[src/hdl/diag_pkg.sv]
// shared types and constants for the driver diagnostic and protection monitor
package diag_pkg;

  // ************************************************************
  // widths and encodings
  // ************************************************************
  localparam int CUR_W = 5;                    // current scale width
  localparam logic [4:0] CUR_MAX = 5'h1F;      // maximum current setting
  localparam int CUR_SIXTEENTH_SHIFT = 4;      // one sixteenth of max
  localparam logic [1:0] SLOPE_MIN = 2'h0;     // minimum gate current
  localparam logic [1:0] SLOPE_MIN_TC = 2'h1;  // minimum, compensated
  localparam logic [1:0] SLOPE_MED_TC = 2'h2;  // medium, compensated
  localparam logic [1:0] SLOPE_MAX = 2'h3;     // maximum gate current
  localparam int NUM_COILS = 2;                // coil A and coil B
  localparam int SYNC_W = 8;                   // analog inputs synchronised

  // ************************************************************
  // timing
  // ************************************************************
  localparam int CLK_HZ = 25000000;            // system clock rate
  localparam int STARTUP_NS = 1000;            // least hold of start-up reset
  localparam int STARTUP_CYC = (STARTUP_NS * (CLK_HZ / 1000000) + 999) / 1000;

  // per-coil chopper observation from the driver core
  typedef struct packed {
    logic polarity;                            // present coil current sign
    logic chopEvent;                           // one-cycle chopper event
    logic [CUR_W-1:0] actualCurrent;           // present coil current magnitude
  } coil_obs_t;

  // raw comparator levels from the analog monitors
  typedef struct packed {
    logic tempPrewarn;                         // above the pre-warning level
    logic tempRelease;                         // above the release level
    logic tempShutHigh;                        // above the higher shutdown level
    logic tempShutLow;                         // above the reduced shutdown level
    logic coreUnderHigh;                       // core supply below higher threshold
    logic coreUnderLow;                        // core supply below lower threshold
    logic ioUnder;                             // i/o supply below threshold
    logic linkClk;                             // serial link clock pin
  } analog_in_t;

  // status flags handed to the serial status path
  typedef struct packed {
    logic [NUM_COILS-1:0] openLoad;            // per-coil open-load flags
    logic tempPrewarningFlag;                  // pre-warning reached
    logic tempShutdownFlag;                    // driver shut down for heat
  } status_t;

endpackage

[src/hdl/driver_diag_protection_monitor.sv]
// diagnostic and protection monitor for a two-phase stepper driver
`timescale 1ns/1ps
// Function
// open-load flag when no chop per polarity
// hold flag when current below one sixteenth
// open-load flags never affect driving
// host reads open-load during microstepping only
// evaluate prewarn, release and two shutdown levels
// warning bit follows prewarning threshold
// shutdown level disables driver, sets flag
// stay off until below release level
// select bit picks high or reduced shutdown
// compensated slope steps gate current when warm
// undervoltage resets logic, disables all transistors
// undervoltage clears every register to zero
// cleared current scale reports zero current
// host checks zero current for undervoltage
// low-supply bit picks threshold and damping
// undervoltage detector is power-up reset
// serial unit held in reset during start-up
// i/o supply included in undervoltage reset
// comparators synchronised before use
module driver_diag_protection_monitor
  import diag_pkg::*;
#(
  parameter int STARTUP_CYCLES = STARTUP_CYC
) (
  input wire logic sys_clk,
  input wire logic nrst,
  input wire analog_in_t analogIn,
  input wire coil_obs_t coilA,
  input wire coil_obs_t coilB,
  input wire logic cfgWrite,
  input wire logic [CUR_W-1:0] cfgCurrentScale,
  input wire logic cfgLowShutdownThresholdSel,
  input wire logic cfgLowSupplyAndDampingEnable,
  input wire logic [1:0] cfgHighSideSlopeSetting,
  input wire logic driverRequest,
  output status_t status,
  output logic [CUR_W-1:0] actualCurrentValue,
  output logic driverEnable,
  output logic powerStageOff,
  output logic [1:0] highSideGateCurrent,
  output logic dampingEnable,
  output logic serialResetN,
  output logic linkClkRise,
  output logic logicResetN
);

  // ************************************************************
  // input synchronisation
  // ************************************************************
  analog_in_t syncIn;

  // every comparator and the link clock pass two flops
  sync_bank #(
    .W(SYNC_W)
  ) u_sync (
    .sys_clk(sys_clk),
    .nrst(nrst),
    .din(analogIn),
    .dout(syncIn)
  );

  // ************************************************************
  // state
  // ************************************************************
  typedef struct packed {
    logic [CUR_W-1:0] currentScale;            // stored current scale
    logic lowShutdownThresholdSel;             // reduced shutdown select
    logic lowSupplyAndDampingEnable;           // low supply and damping
    logic [1:0] highSideSlopeSetting;          // stored slope setting
    logic [NUM_COILS-1:0] olFlag;              // open-load flags
    logic [NUM_COILS-1:0] chopSeen;            // chop seen in present polarity
    logic [NUM_COILS-1:0] lastPol;             // polarity last cycle
    logic [NUM_COILS-1:0] polValid;            // a polarity period has started
    logic prewarn;                             // warning flag
    logic shutdown;                            // shutdown latch
    logic uvReset;                             // undervoltage active
    logic [15:0] startCnt;                     // start-up counter
    logic started;                             // start-up complete
    logic drvEn;                               // driver enable out
    logic [1:0] gateCur;                       // high-side gate current out
    logic [CUR_W-1:0] curOut;                  // reported current
    logic linkPrev;                            // link clock last sample
    logic linkRise;                            // link clock edge pulse
    logic stageOff; // power stage off out, registered
    logic logicRstN; // logic reset out, low in undervoltage
  } mon_state_t;

  mon_state_t s_q;
  mon_state_t s_d;

  coil_obs_t coils [NUM_COILS];
  logic [NUM_COILS-1:0] currentOk;
  logic uvNow;
  logic shutLevel;

  assign coils[0] = coilA;
  assign coils[1] = coilB;

  // ************************************************************
  // current gate for open-load evaluation
  // ************************************************************
  // a coil at very low current cannot show chopping, so the flag holds
  genvar gi;
  generate
    for (gi = 0; gi < NUM_COILS; gi++) begin : g_curok
      assign currentOk[gi] =
        coils[gi].actualCurrent >= (CUR_MAX >> CUR_SIXTEENTH_SHIFT);
    end
  endgenerate

  // undervoltage: threshold picked by the low supply bit, i/o included
  assign uvNow = (s_q.lowSupplyAndDampingEnable ? syncIn.coreUnderLow
                                               : syncIn.coreUnderHigh)
                 | syncIn.ioUnder;

  // shutdown comparator picked by the threshold select
  assign shutLevel = s_q.lowShutdownThresholdSel ? syncIn.tempShutLow
                                                 : syncIn.tempShutHigh;

  // ************************************************************
  // next-state logic
  // ************************************************************
  always_comb begin
    s_d = s_q;
    s_d.linkPrev = syncIn.linkClk;
    s_d.linkRise = syncIn.linkClk & ~s_q.linkPrev;
    s_d.uvReset = uvNow;
    if (uvNow) begin
      // undervoltage acts as a full reset of the logic
      s_d = '0;
      s_d.uvReset = 1'b1;
    end else if (!s_q.started) begin
      // start-up: serial unit held, configuration writes ignored
      // track polarity here so the cleared copy cannot fake a change later
      for (int i = 0; i < NUM_COILS; i++) begin
        s_d.lastPol[i] = coils[i].polarity;
      end
      if (s_q.startCnt >= 16'(STARTUP_CYCLES - 1)) begin
        s_d.started = 1'b1;
      end else begin
        s_d.startCnt = s_q.startCnt + 16'h0001;
      end
    end else begin
      // configuration capture from the serial unit
      if (cfgWrite) begin
        s_d.currentScale = cfgCurrentScale;
        s_d.lowShutdownThresholdSel = cfgLowShutdownThresholdSel;
        s_d.lowSupplyAndDampingEnable = cfgLowSupplyAndDampingEnable;
        s_d.highSideSlopeSetting = cfgHighSideSlopeSetting;
      end
      // open-load per coil: judged at each polarity change
      for (int i = 0; i < NUM_COILS; i++) begin
        s_d.lastPol[i] = coils[i].polarity;
        if (coils[i].polarity != s_q.lastPol[i]) begin
          if (s_q.polValid[i] && currentOk[i]) begin
            s_d.olFlag[i] = ~s_q.chopSeen[i];
          end
          s_d.polValid[i] = 1'b1;
          s_d.chopSeen[i] = coils[i].chopEvent;
        end else if (coils[i].chopEvent) begin
          s_d.chopSeen[i] = 1'b1;
        end
      end
      // temperature
      s_d.prewarn = syncIn.tempPrewarn;
      if (shutLevel) begin
        s_d.shutdown = 1'b1;
      end else if (!syncIn.tempRelease) begin
        s_d.shutdown = 1'b0;
      end
    end
    // outputs; open-load flags deliberately not in this term
    s_d.drvEn = !uvNow && s_d.started && !s_d.shutdown && driverRequest;
    // both views are registered so no output passes through a gate
    s_d.stageOff = ~s_d.drvEn;
    s_d.logicRstN = ~s_d.uvReset;
    // compensated modes gain one step once warm
    if (s_d.prewarn && (s_d.highSideSlopeSetting == SLOPE_MIN_TC ||
                        s_d.highSideSlopeSetting == SLOPE_MED_TC)) begin
      s_d.gateCur = s_d.highSideSlopeSetting + 2'h1;
    end else begin
      s_d.gateCur = s_d.highSideSlopeSetting;
    end
    // reported current is zero while the scale is cleared
    s_d.curOut = (s_d.currentScale == '0) ? '0 : coilA.actualCurrent;
  end

  // registers: constant reset only; the stage stays off and the logic
  // reset output stays high while the pin reset is held
  always_ff @(posedge sys_clk or negedge nrst) begin
    if (!nrst) begin
      s_q <= '0;
      s_q.stageOff <= 1'b1;
      s_q.logicRstN <= 1'b1;
    end else begin
      s_q <= s_d;
    end
  end

  // ************************************************************
  // outputs
  // ************************************************************
  assign status.openLoad = s_q.olFlag;
  assign status.tempPrewarningFlag = s_q.prewarn;
  assign status.tempShutdownFlag = s_q.shutdown;
  assign actualCurrentValue = s_q.curOut;
  assign driverEnable = s_q.drvEn;
  assign powerStageOff = s_q.stageOff;
  assign highSideGateCurrent = s_q.gateCur;
  assign dampingEnable = s_q.lowSupplyAndDampingEnable;
  assign serialResetN = s_q.started;
  assign linkClkRise = s_q.linkRise;
  assign logicResetN = s_q.logicRstN;

  // ************************************************************
  // assertions
  // ************************************************************
  // a shut-down stage never drives
  a_shut_disables: assert property (@(posedge sys_clk) disable iff (!nrst)
    s_q.shutdown |-> !driverEnable)
    else $error("driver on while shut down");

  // the latch holds while still above the release level
  a_shut_release: assert property (@(posedge sys_clk) disable iff (!nrst)
    (s_q.started && !uvNow && syncIn.tempRelease && !shutLevel && s_q.shutdown)
    |=> s_q.shutdown)
    else $error("shutdown left above release");

  // reaching the chosen shutdown level sets the flag next cycle
  a_shut_set: assert property (@(posedge sys_clk) disable iff (!nrst)
    (s_q.started && !uvNow && shutLevel) |=> status.tempShutdownFlag)
    else $error("shutdown flag not set");

  // the reduced level trips when it is selected
  a_shut_low_sel: assert property (@(posedge sys_clk) disable iff (!nrst)
    (s_q.started && !uvNow && s_q.lowShutdownThresholdSel && syncIn.tempShutLow)
    |=> status.tempShutdownFlag)
    else $error("reduced shutdown level ignored");

  // with the higher level selected the reduced comparator is harmless
  a_shut_high_sel: assert property (@(posedge sys_clk) disable iff (!nrst)
    (s_q.started && !uvNow && !s_q.lowShutdownThresholdSel && !syncIn.tempShutHigh
     && !s_q.shutdown) |=> !status.tempShutdownFlag)
    else $error("shutdown without higher level");

  // below release with no shutdown level, a requested driver comes back
  a_shut_reenable: assert property (@(posedge sys_clk) disable iff (!nrst)
    (s_q.started && !uvNow && !shutLevel && !syncIn.tempRelease && driverRequest)
    |=> driverEnable)
    else $error("driver not re-enabled below release");

  // the warning flag follows the synchronised comparator
  a_warn_follow: assert property (@(posedge sys_clk) disable iff (!nrst)
    (s_q.started && !uvNow) |=> status.tempPrewarningFlag == $past(syncIn.tempPrewarn))
    else $error("warning flag wrong");

  // undervoltage wipes flags and scale and stops the stage
  a_uv_clear: assert property (@(posedge sys_clk) disable iff (!nrst)
    uvNow |=> (s_q.olFlag == '0 && s_q.currentScale == '0 && !driverEnable))
    else $error("undervoltage did not clear");

  // undervoltage holds the logic and the serial unit in reset
  a_uv_reset_out: assert property (@(posedge sys_clk) disable iff (!nrst)
    uvNow |=> (!logicResetN && powerStageOff && !serialResetN))
    else $error("undervoltage outputs wrong");

  // the i/o supply alone is enough to reset
  a_uv_io: assert property (@(posedge sys_clk) disable iff (!nrst)
    syncIn.ioUnder |=> !logicResetN)
    else $error("i/o undervoltage missed");

  // with the low-supply bit cleared the higher threshold resets
  a_uv_high_thr: assert property (@(posedge sys_clk) disable iff (!nrst)
    (!s_q.lowSupplyAndDampingEnable && syncIn.coreUnderHigh) |=> !logicResetN)
    else $error("higher supply threshold missed");

  // the stage-off output is always the inverse of the enable
  a_stage_inverse: assert property (@(posedge sys_clk) disable iff (!nrst)
    powerStageOff == !driverEnable)
    else $error("stage off and enable disagree");

  // a cleared scale reports zero current
  a_zero_current: assert property (@(posedge sys_clk) disable iff (!nrst)
    (s_q.currentScale == '0) |-> ##1 (actualCurrentValue == '0 || $past(cfgWrite)))
    else $error("nonzero current with cleared scale");

  // a set scale reports the coil A current of the cycle before
  a_cur_report: assert property (@(posedge sys_clk) disable iff (!nrst)
    (s_q.currentScale != '0) |-> actualCurrentValue == $past(coilA.actualCurrent))
    else $error("reported current wrong");

  // start-up holds the serial unit and the stage
  a_startup_hold: assert property (@(posedge sys_clk) disable iff (!nrst)
    !s_q.started |-> (!serialResetN && !driverEnable))
    else $error("serial unit out of reset early");

  // configuration is ignored until start-up ends
  a_startup_cfg: assert property (@(posedge sys_clk) disable iff (!nrst)
    !s_q.started |=> $stable(s_q.currentScale))
    else $error("write taken during start-up");

  // a configuration write in service reaches the damping output
  a_damp_write: assert property (@(posedge sys_clk) disable iff (!nrst)
    (s_q.started && !uvNow && cfgWrite)
    |=> dampingEnable == $past(cfgLowSupplyAndDampingEnable))
    else $error("damping bit not taken");

  // compensated minimum steps to medium when warm
  a_gate_step: assert property (@(posedge sys_clk) disable iff (!nrst)
    (s_q.prewarn && s_q.highSideSlopeSetting == SLOPE_MIN_TC)
    |-> highSideGateCurrent == SLOPE_MED_TC)
    else $error("gate current not stepped");

  // compensated medium steps to maximum when warm
  a_gate_step_med: assert property (@(posedge sys_clk) disable iff (!nrst)
    (s_q.prewarn && s_q.highSideSlopeSetting == SLOPE_MED_TC)
    |-> highSideGateCurrent == SLOPE_MAX)
    else $error("medium gate current not stepped");

  // below the warning level the setting passes unchanged
  a_gate_plain: assert property (@(posedge sys_clk) disable iff (!nrst)
    !s_q.prewarn |-> highSideGateCurrent == s_q.highSideSlopeSetting)
    else $error("gate current stepped while cool");

  // open-load is judged at a polarity change from the period's chop record
  a_ol_judge: assert property (@(posedge sys_clk) disable iff (!nrst)
    (s_q.started && !uvNow && coils[0].polarity != s_q.lastPol[0] && s_q.polValid[0]
     && currentOk[0]) |=> status.openLoad[0] == !$past(s_q.chopSeen[0]))
    else $error("open-load judged wrong");

  // low current leaves the flag alone
  a_ol_hold_low: assert property (@(posedge sys_clk) disable iff (!nrst)
    (!currentOk[0] && !uvNow) |=> $stable(s_q.olFlag[0]))
    else $error("open-load changed at low current");

  // a set open-load flag never stops a requested driver
  a_ol_no_stop: assert property (@(posedge sys_clk) disable iff (!nrst)
    (s_q.started && !uvNow && !shutLevel && !s_q.shutdown && driverRequest
     && status.openLoad != '0) |=> driverEnable)
    else $error("open-load stopped the driver");

  // a synchronised rising link clock gives one pulse
  a_link_rise: assert property (@(posedge sys_clk) disable iff (!nrst)
    (syncIn.linkClk && !s_q.linkPrev && !uvNow) |=> linkClkRise)
    else $error("link clock edge missed");

endmodule

[src/hdl/sync_bank.sv]
// two-stage synchroniser bank for asynchronous level inputs
`timescale 1ns/1ps
module sync_bank #(
  parameter int W = 8
) (
  input wire logic sys_clk,
  input wire logic nrst,
  input wire logic [W-1:0] din,
  output logic [W-1:0] dout
);

  // ************************************************************
  // state
  // ************************************************************
  typedef struct packed {
    logic [W-1:0] meta;                        // first stage, read only by second
    logic [W-1:0] stable;                      // second stage
  } sync_state_t;

  sync_state_t s_q;
  sync_state_t s_d;

  // next-state: shift one stage per edge
  always_comb begin
    s_d = s_q;
    s_d.meta = din;
    s_d.stable = s_q.meta;
  end

  // registers: constant reset value only
  always_ff @(posedge sys_clk or negedge nrst) begin
    if (!nrst) begin
      s_q <= '0;
    end else begin
      s_q <= s_d;
    end
  end

  assign dout = s_q.stable;

endmodule

[config.mk]
export PLATFORM = sky130hd
export DESIGN_NAME = driver_diag_protection_monitor
export DESIGN_NICKNAME = d
export VERILOG_FILES = /design/src/hdl/diag_pkg.sv /design/src/hdl/driver_diag_protection_monitor.sv /design/src/hdl/sync_bank.sv
export SDC_FILE = /design/constraint.sdc
export NUM_CORES = 1
export LEC_CHECK = 0
export ABC_CLOCK_PERIOD_IN_PS = 1900
export BUFFER_PORTS_ARGS = -buffer_cell sky130_fd_sc_hd__buf_2
export CAP_MARGIN = 20
export CORE_ASPECT_RATIO = 2
export CORE_UTILIZATION = 53
export DETAILED_ROUTE_END_ITERATION = 16
export PLACE_DENSITY_LB_ADDON = 0.08
export SLEW_MARGIN = 20
export SYNTH_ARGS = -nofsm -noshare
export SYNTH_HDL_FRONTEND = slang
export SYNTH_HIERARCHICAL = 1
export SYNTH_SLANG_ARGS = --single-unit
[constraint.sdc]
create_clock -name sys_clk -period 1.9 [get_ports sys_clk]
set_input_delay 0.285 -clock sys_clk [delete_from_list [all_inputs] [get_ports sys_clk]]
set_output_delay 0.285 -clock sys_clk [all_outputs]
set_load 0.03 [all_outputs]
After elaboration in Yosys (flattened, before gate mapping):

Cells that the tools add are included.

* flip-flop bits (word level): 64
* input bits: 35
* output and inout bits: 17

* add/subtract/negate cells: 2
* $lt $le $gt $ge: 3
* equality and inequality tests: 6
* multiplexer cells: 26
* bitwise operators: 7
* reduce and logical (&&, ||, !) cells: 26

Operators with widths (number)
* 2-to-1 mux 17 bit: 2
* 2-to-1 mux 19 bit: 1
* adder 16 x 1 -> 16 bit (second input constant): 1
* >= comparator 16 x 5 -> 1 bit (second input constant): 1
* 2-to-1 mux 1 bit: 16
* 2-to-1 mux 16 bit: 1
* 2-to-1 mux 13 bit: 1
* AND reduction 2 bit: 6
* nonzero test 2 bit: 6
* >= comparator 5 x 1 -> 1 bit (second input constant): 2
* 2-to-1 mux 9 bit: 1
* 2-to-1 mux 4 bit: 2
* logical AND 1 bit: 6
* AND reduction 3 bit: 2
* nonzero test 3 bit: 2
* logical NOT 5 bit: 1
* 2-to-1 mux 5 bit: 1
* inverter 1 bit: 5
* adder 2 x 1 -> 2 bit (second input constant): 1
* == test 2 x 1 -> 1 bit (second input constant): 1
* == test 2 bit (second input constant): 1
* logical NOT 1 bit: 2
* 2-to-1 mux 2 bit: 1
* != test 1 bit: 2
* 5 further kinds: 5

Logic depth before layout (Yosys ltp):

* depth in word-level cells: 10
* mapped depth: 7

Hierarchy:

Netlist, hierarchy kept.

Modules (own cells, without submodules)
* driver_diag_protection_monitor: times used 1, cells each 182, area each 1988.2 um2, seq. area each 1203.7 um2
* sync_bank: times used 1, cells each 16, area each 400.4 um2, seq. area each 400.4 um2

Least setup slack after synthesis:

OpenSTA, ideal clock, no wires.

* kind: register to register
* start: register s_q, in the netlist dampingEnable
* end: register s_q, in the netlist status[2]
* setup time: 0.066 ns
* data arrival time: 1.738 ns
* data required time: 1.834 ns
* slack: 0.096 ns
* stages on the path, launching flop included: 6
* buffers on the path: 1
* clock period less this slack: 1.804 ns
* path through: dfrtp_1 > mux2_1 > or2_0 > buf_2 > or4_1 > nand2_1

* cells in the longest elaborated chain, start to end: 4
* elaborated cells on any way between the ends: 7
* classes of those cells: mux (2); bitwise (1); reduce/logical (4)

Ends and longest elaborated chain
* start, declared: RTL line driver_diag_protection_monitor.sv:91 `mon_state_t s_q;`
* 2-to-1 mux 1 bit (*): RTL line driver_diag_protection_monitor.sv:115 `assign uvNow = (s_q.lowSupplyAndDampingEnable ? syncIn.coreUnderLow`
* OR 1 bit (*): RTL line driver_diag_protection_monitor.sv:117 `| syncIn.ioUnder;`
* nonzero test 2 bit (no source line)
* AND reduction 3 bit (no source line)

Every way passes the cells marked *; elsewhere a longest branch is shown, timed or not.
A chain may end at the register's enable or synchronous reset.

Worst setup path after layout:

* start: register s_q, in the netlist dampingEnable
* end: register s_q, in the netlist status[3]

Same word-level chain as after synthesis.

==> results by group <==
STA
  – RSZ-0062 raised after global routing: false
  – Setup_tns: 0 ns
  – Fin. Hold Viols: 0
  – Peak Freq: 550 MHz
  – Clk_skew: around 0.0041 ns
  – Period utilization: 95.7%
  – Fin. max-slew vios: 0
  – Hold Slack: a little over 0.06 ns
  – Slew headroom: 70.8%
  – Worst-Margin Slew: between 0.4 and 0.5 ns
  – Crit path time final: 1.82 ns
  – Fin worst setup slack: 0.0816 ns
  – Endpoints failing setup: 0

Clock tree
  – Clock latency on the worst-skew pair: 0.32 ns
  – TritonCTS clock tree: yes
  – Clk slew on worst S/H paths: 0.07 ns
  – CTS root buf: clkbuf_8
  – Clk sinks: 64
  – Htree depth: 3
  – Clock buffer depth: 2
  – CTS Buf Count: 9

Critical path
  – Top Family by Delay on Critical Path: simple AND/OR/NAND/NOR gates
  – Critical path buffers and inverters: 1
  – Crit path DAT: 2.08 ns
  – Critical-path maximum fanout: 27
  – CP cell instances: mux2_1 > or2_0 > buf_12 > or4_1 > nand2_1
  – Setup crit end kind: flip-flop
  – Worst EP required: 2.16 ns
  – CP max stage cell: or4_1
  – CP peak stage delay: 0.50 ns
  – Worst setup path class: reg2reg
  – Critical Path Source Type: flip-flop

Hold path
  – Min-delay worst type: in2reg

Synth
  – Synth warnings: 6
  – Yosys top cell area share: approximately two thirds
  – Post-Syn Nets: between 200 and 250
  – Area leader, netlist: dfrtp_1
  – Post-Syn Instances: ~200
  – Top cells by area, synth: dfrtp_1 65%, and2_1 5.2%, buf_4 3.5%, nand2_1 3.1%, a21oi_1 2.5%
  – Syn Area/Cell: 12.1 um2
  – Syn Std Cell Area: 2390 um2
  – Top FF cell, synth: dfrtp_1
  – Ys async rst share: 100%
  – Register area share after synthesis: 67.2%
  – EDFF count, synth: 0
  – Synth Register Bits: 64
  – Yosys cell types: 34

Floorplan
  – Initial core utilization: 55.0%
  – FP Rows: 34
  – Boundary Pins: 52
  – Die ar.: 4800 um2
  – Core area: 4340 um2
  – Die W: 49.5 um
  – Die height: 96.9 um

Global routing
  – Grt met2 use: 39.4%
  – Grt met1 use: 21.8%
  – Antenna violations before repair: 0
  – Vias in the first global route: 1757
  – Met3 Resource Use GR: 5.35%
  – Global Route Usage Sum: 21.6%
  – Pin count of the biggest net entering global routing: 65
  – First-pass GRT wire length: about 7600 um
  – Total grt overflow: 0
  – Most crowded layer after global routing: met2

Power and ir drop
  – Clock power share: between 40% and 50%
  – Maximum VDD drop: roughly 0.76 mV
  – Static leakage: 1.43 nW
  – Pwr per Cell Area: 950 nW/um2
  – Int Power: between 2 and 2.5 mW
  – Switching Power: 0.554 mW
  – Sequential share of power: 50.7%
  – Tot Pwr: 2.75 mW
  – Switching Share: roughly a fifth
  – Combinational power share: 4.1%

Outcome
  – Status: completed

Cells and area
  – Fillcell total: 365
  – Multi-input logic area: 672 um2
  – Final core utilization: about 67%
  – Reg area: ~1600 um2
  – Fraction of layout cells with a size suffix above 1: 30.0%
  – Post-route design area: 2900 um2
  – ANT cells: 0
  – Final non-filler cell total: 307
  – Area growth syn-to-layout: 21.4%
  – Layout Nets: approximately 290

Place
  – Placed cell area: 2660 um2
  – Port-buffer cells: 51
  – Final Wtd Congestion: roughly 0.73
  – Placed instance count: 290
  – Post-DP HPWL: 3160 um
  – Worst slack, placed: 0.0924 ns

Drt
  – DRT Pass-1 Iters: 4
  – Via count: roughly 1.6k
  – Post-Route WL: about 4500 um
  – DRC violations left: 0
  – DR iter-0 viols: 19
  – Final ANT Viol Nets: 0
  – Wirelength per Cell: 14.6 um
  – Routed vias/inst: 5.21

Run
  – Max Cap Violations: 0
==> cell usage after synthesis, types with 4 or more instances <==
master and n:
inv_1 4, or4_1 4, nor4_1 4, dfrtp_1 62, nand2_1 20, nor2_1 14
nand3_1 4, buf_4 11, a21oi_1 12, and2_1 20
==> sequential cells by signal (all words and copies together), names as in the netlist <==
register and flops:
s_q 31, u_sync/dout 8, u_sync/s_d 8, actualCurrentValue 5, status 4, highSideGateCurrent 2, dampingEnable 1, driverEnable 1
linkClkRise 1, logicResetN 1, powerStageOff 1, serialResetN 1
==> placed cells by master, fill, tap and decap left out, types with 4 or more instances in the layout <==
cell      count
buf_2        51
or4_1         4
nand3_1       4
and2_1       20
nand2_1      20
dfrtp_1      62
clkbuf_8     10
inv_1         4
a21oi_1      12
nor2_1       14
==> worst paths after layout <==
path	cells past startpoint	slack [ns]	startpoint	to
min	1	0.06	analogIn[1]	u_sync/s_d[1]
max	5	0.08	dampingEnable	status[3]
min in group asynchronous	3	0.50	nrst	actualCurrentValue[2]
max reg2reg	5	0.08	dampingEnable	status[3]
min reg2reg	0	0.35	u_sync/s_d[1]	u_sync/dout[1]
max in group asynchronous	3	1.08	nrst	powerStageOff
==> cell type report <==
cell class / count / area share [%]
Clock buffer: 10 / 4.75
Tap cell: 54 / 2.33
Clock inverter: 6 / 2.85
Sequential cell: 64 / 55.3
Inverter: 4 / 0.518
Multi-Input combinational cell: 113 / 23.2
Timing Repair Buffer: 56 / 11.0
==> repair_timing <==
item	CTS	global route
gates resized for setup	0	2
setup buffers	0	0
setup endpoints to repair	0	6
hold buffers	1	0
endpoints found under the hold margin	62	0
==> routing by layer <==
metal / up-vias / wire, um
met4: 0 / 101
met5: - / 0
li1: 748 / -
met3: 11 / 149
met1: 805 / 1580
met2: 37 / 2650
==> power groups by stage <==
| stage | sequential (mW) | clock [mW] | combinational (mW) |
|---|---|---|---|
| 2_1_floorplan | 1.42 | 0 | 0.0267 |
| 3_3_place_gp | 1.42 | 0 | 0.108 |
| 3_5_place_dp | 1.42 | 0 | 0.112 |
| 4_1_cts | 1.40 | 1.28 | 0.114 |
| 5_1_grt | 1.40 | 1.35 | 0.127 |
| 6_report | 1.40 | 1.25 | 0.112 |
==> cell families after synthesis <==
logic type               count (synthesis)  synth area share [%]
adder cells (fa/ha/maj)                  2                  1.05
AO/OA/AOI/OAI                           23                  5.81
XOR/XNOR                                 3                  1.10
buffers and inverters                   21                  5.19
multiplexers                             5                  2.20
AND/OR/NAND/NOR                         80                  17.5
flip-flops                              64                  67.2
(Power assumes the default switching activity.)
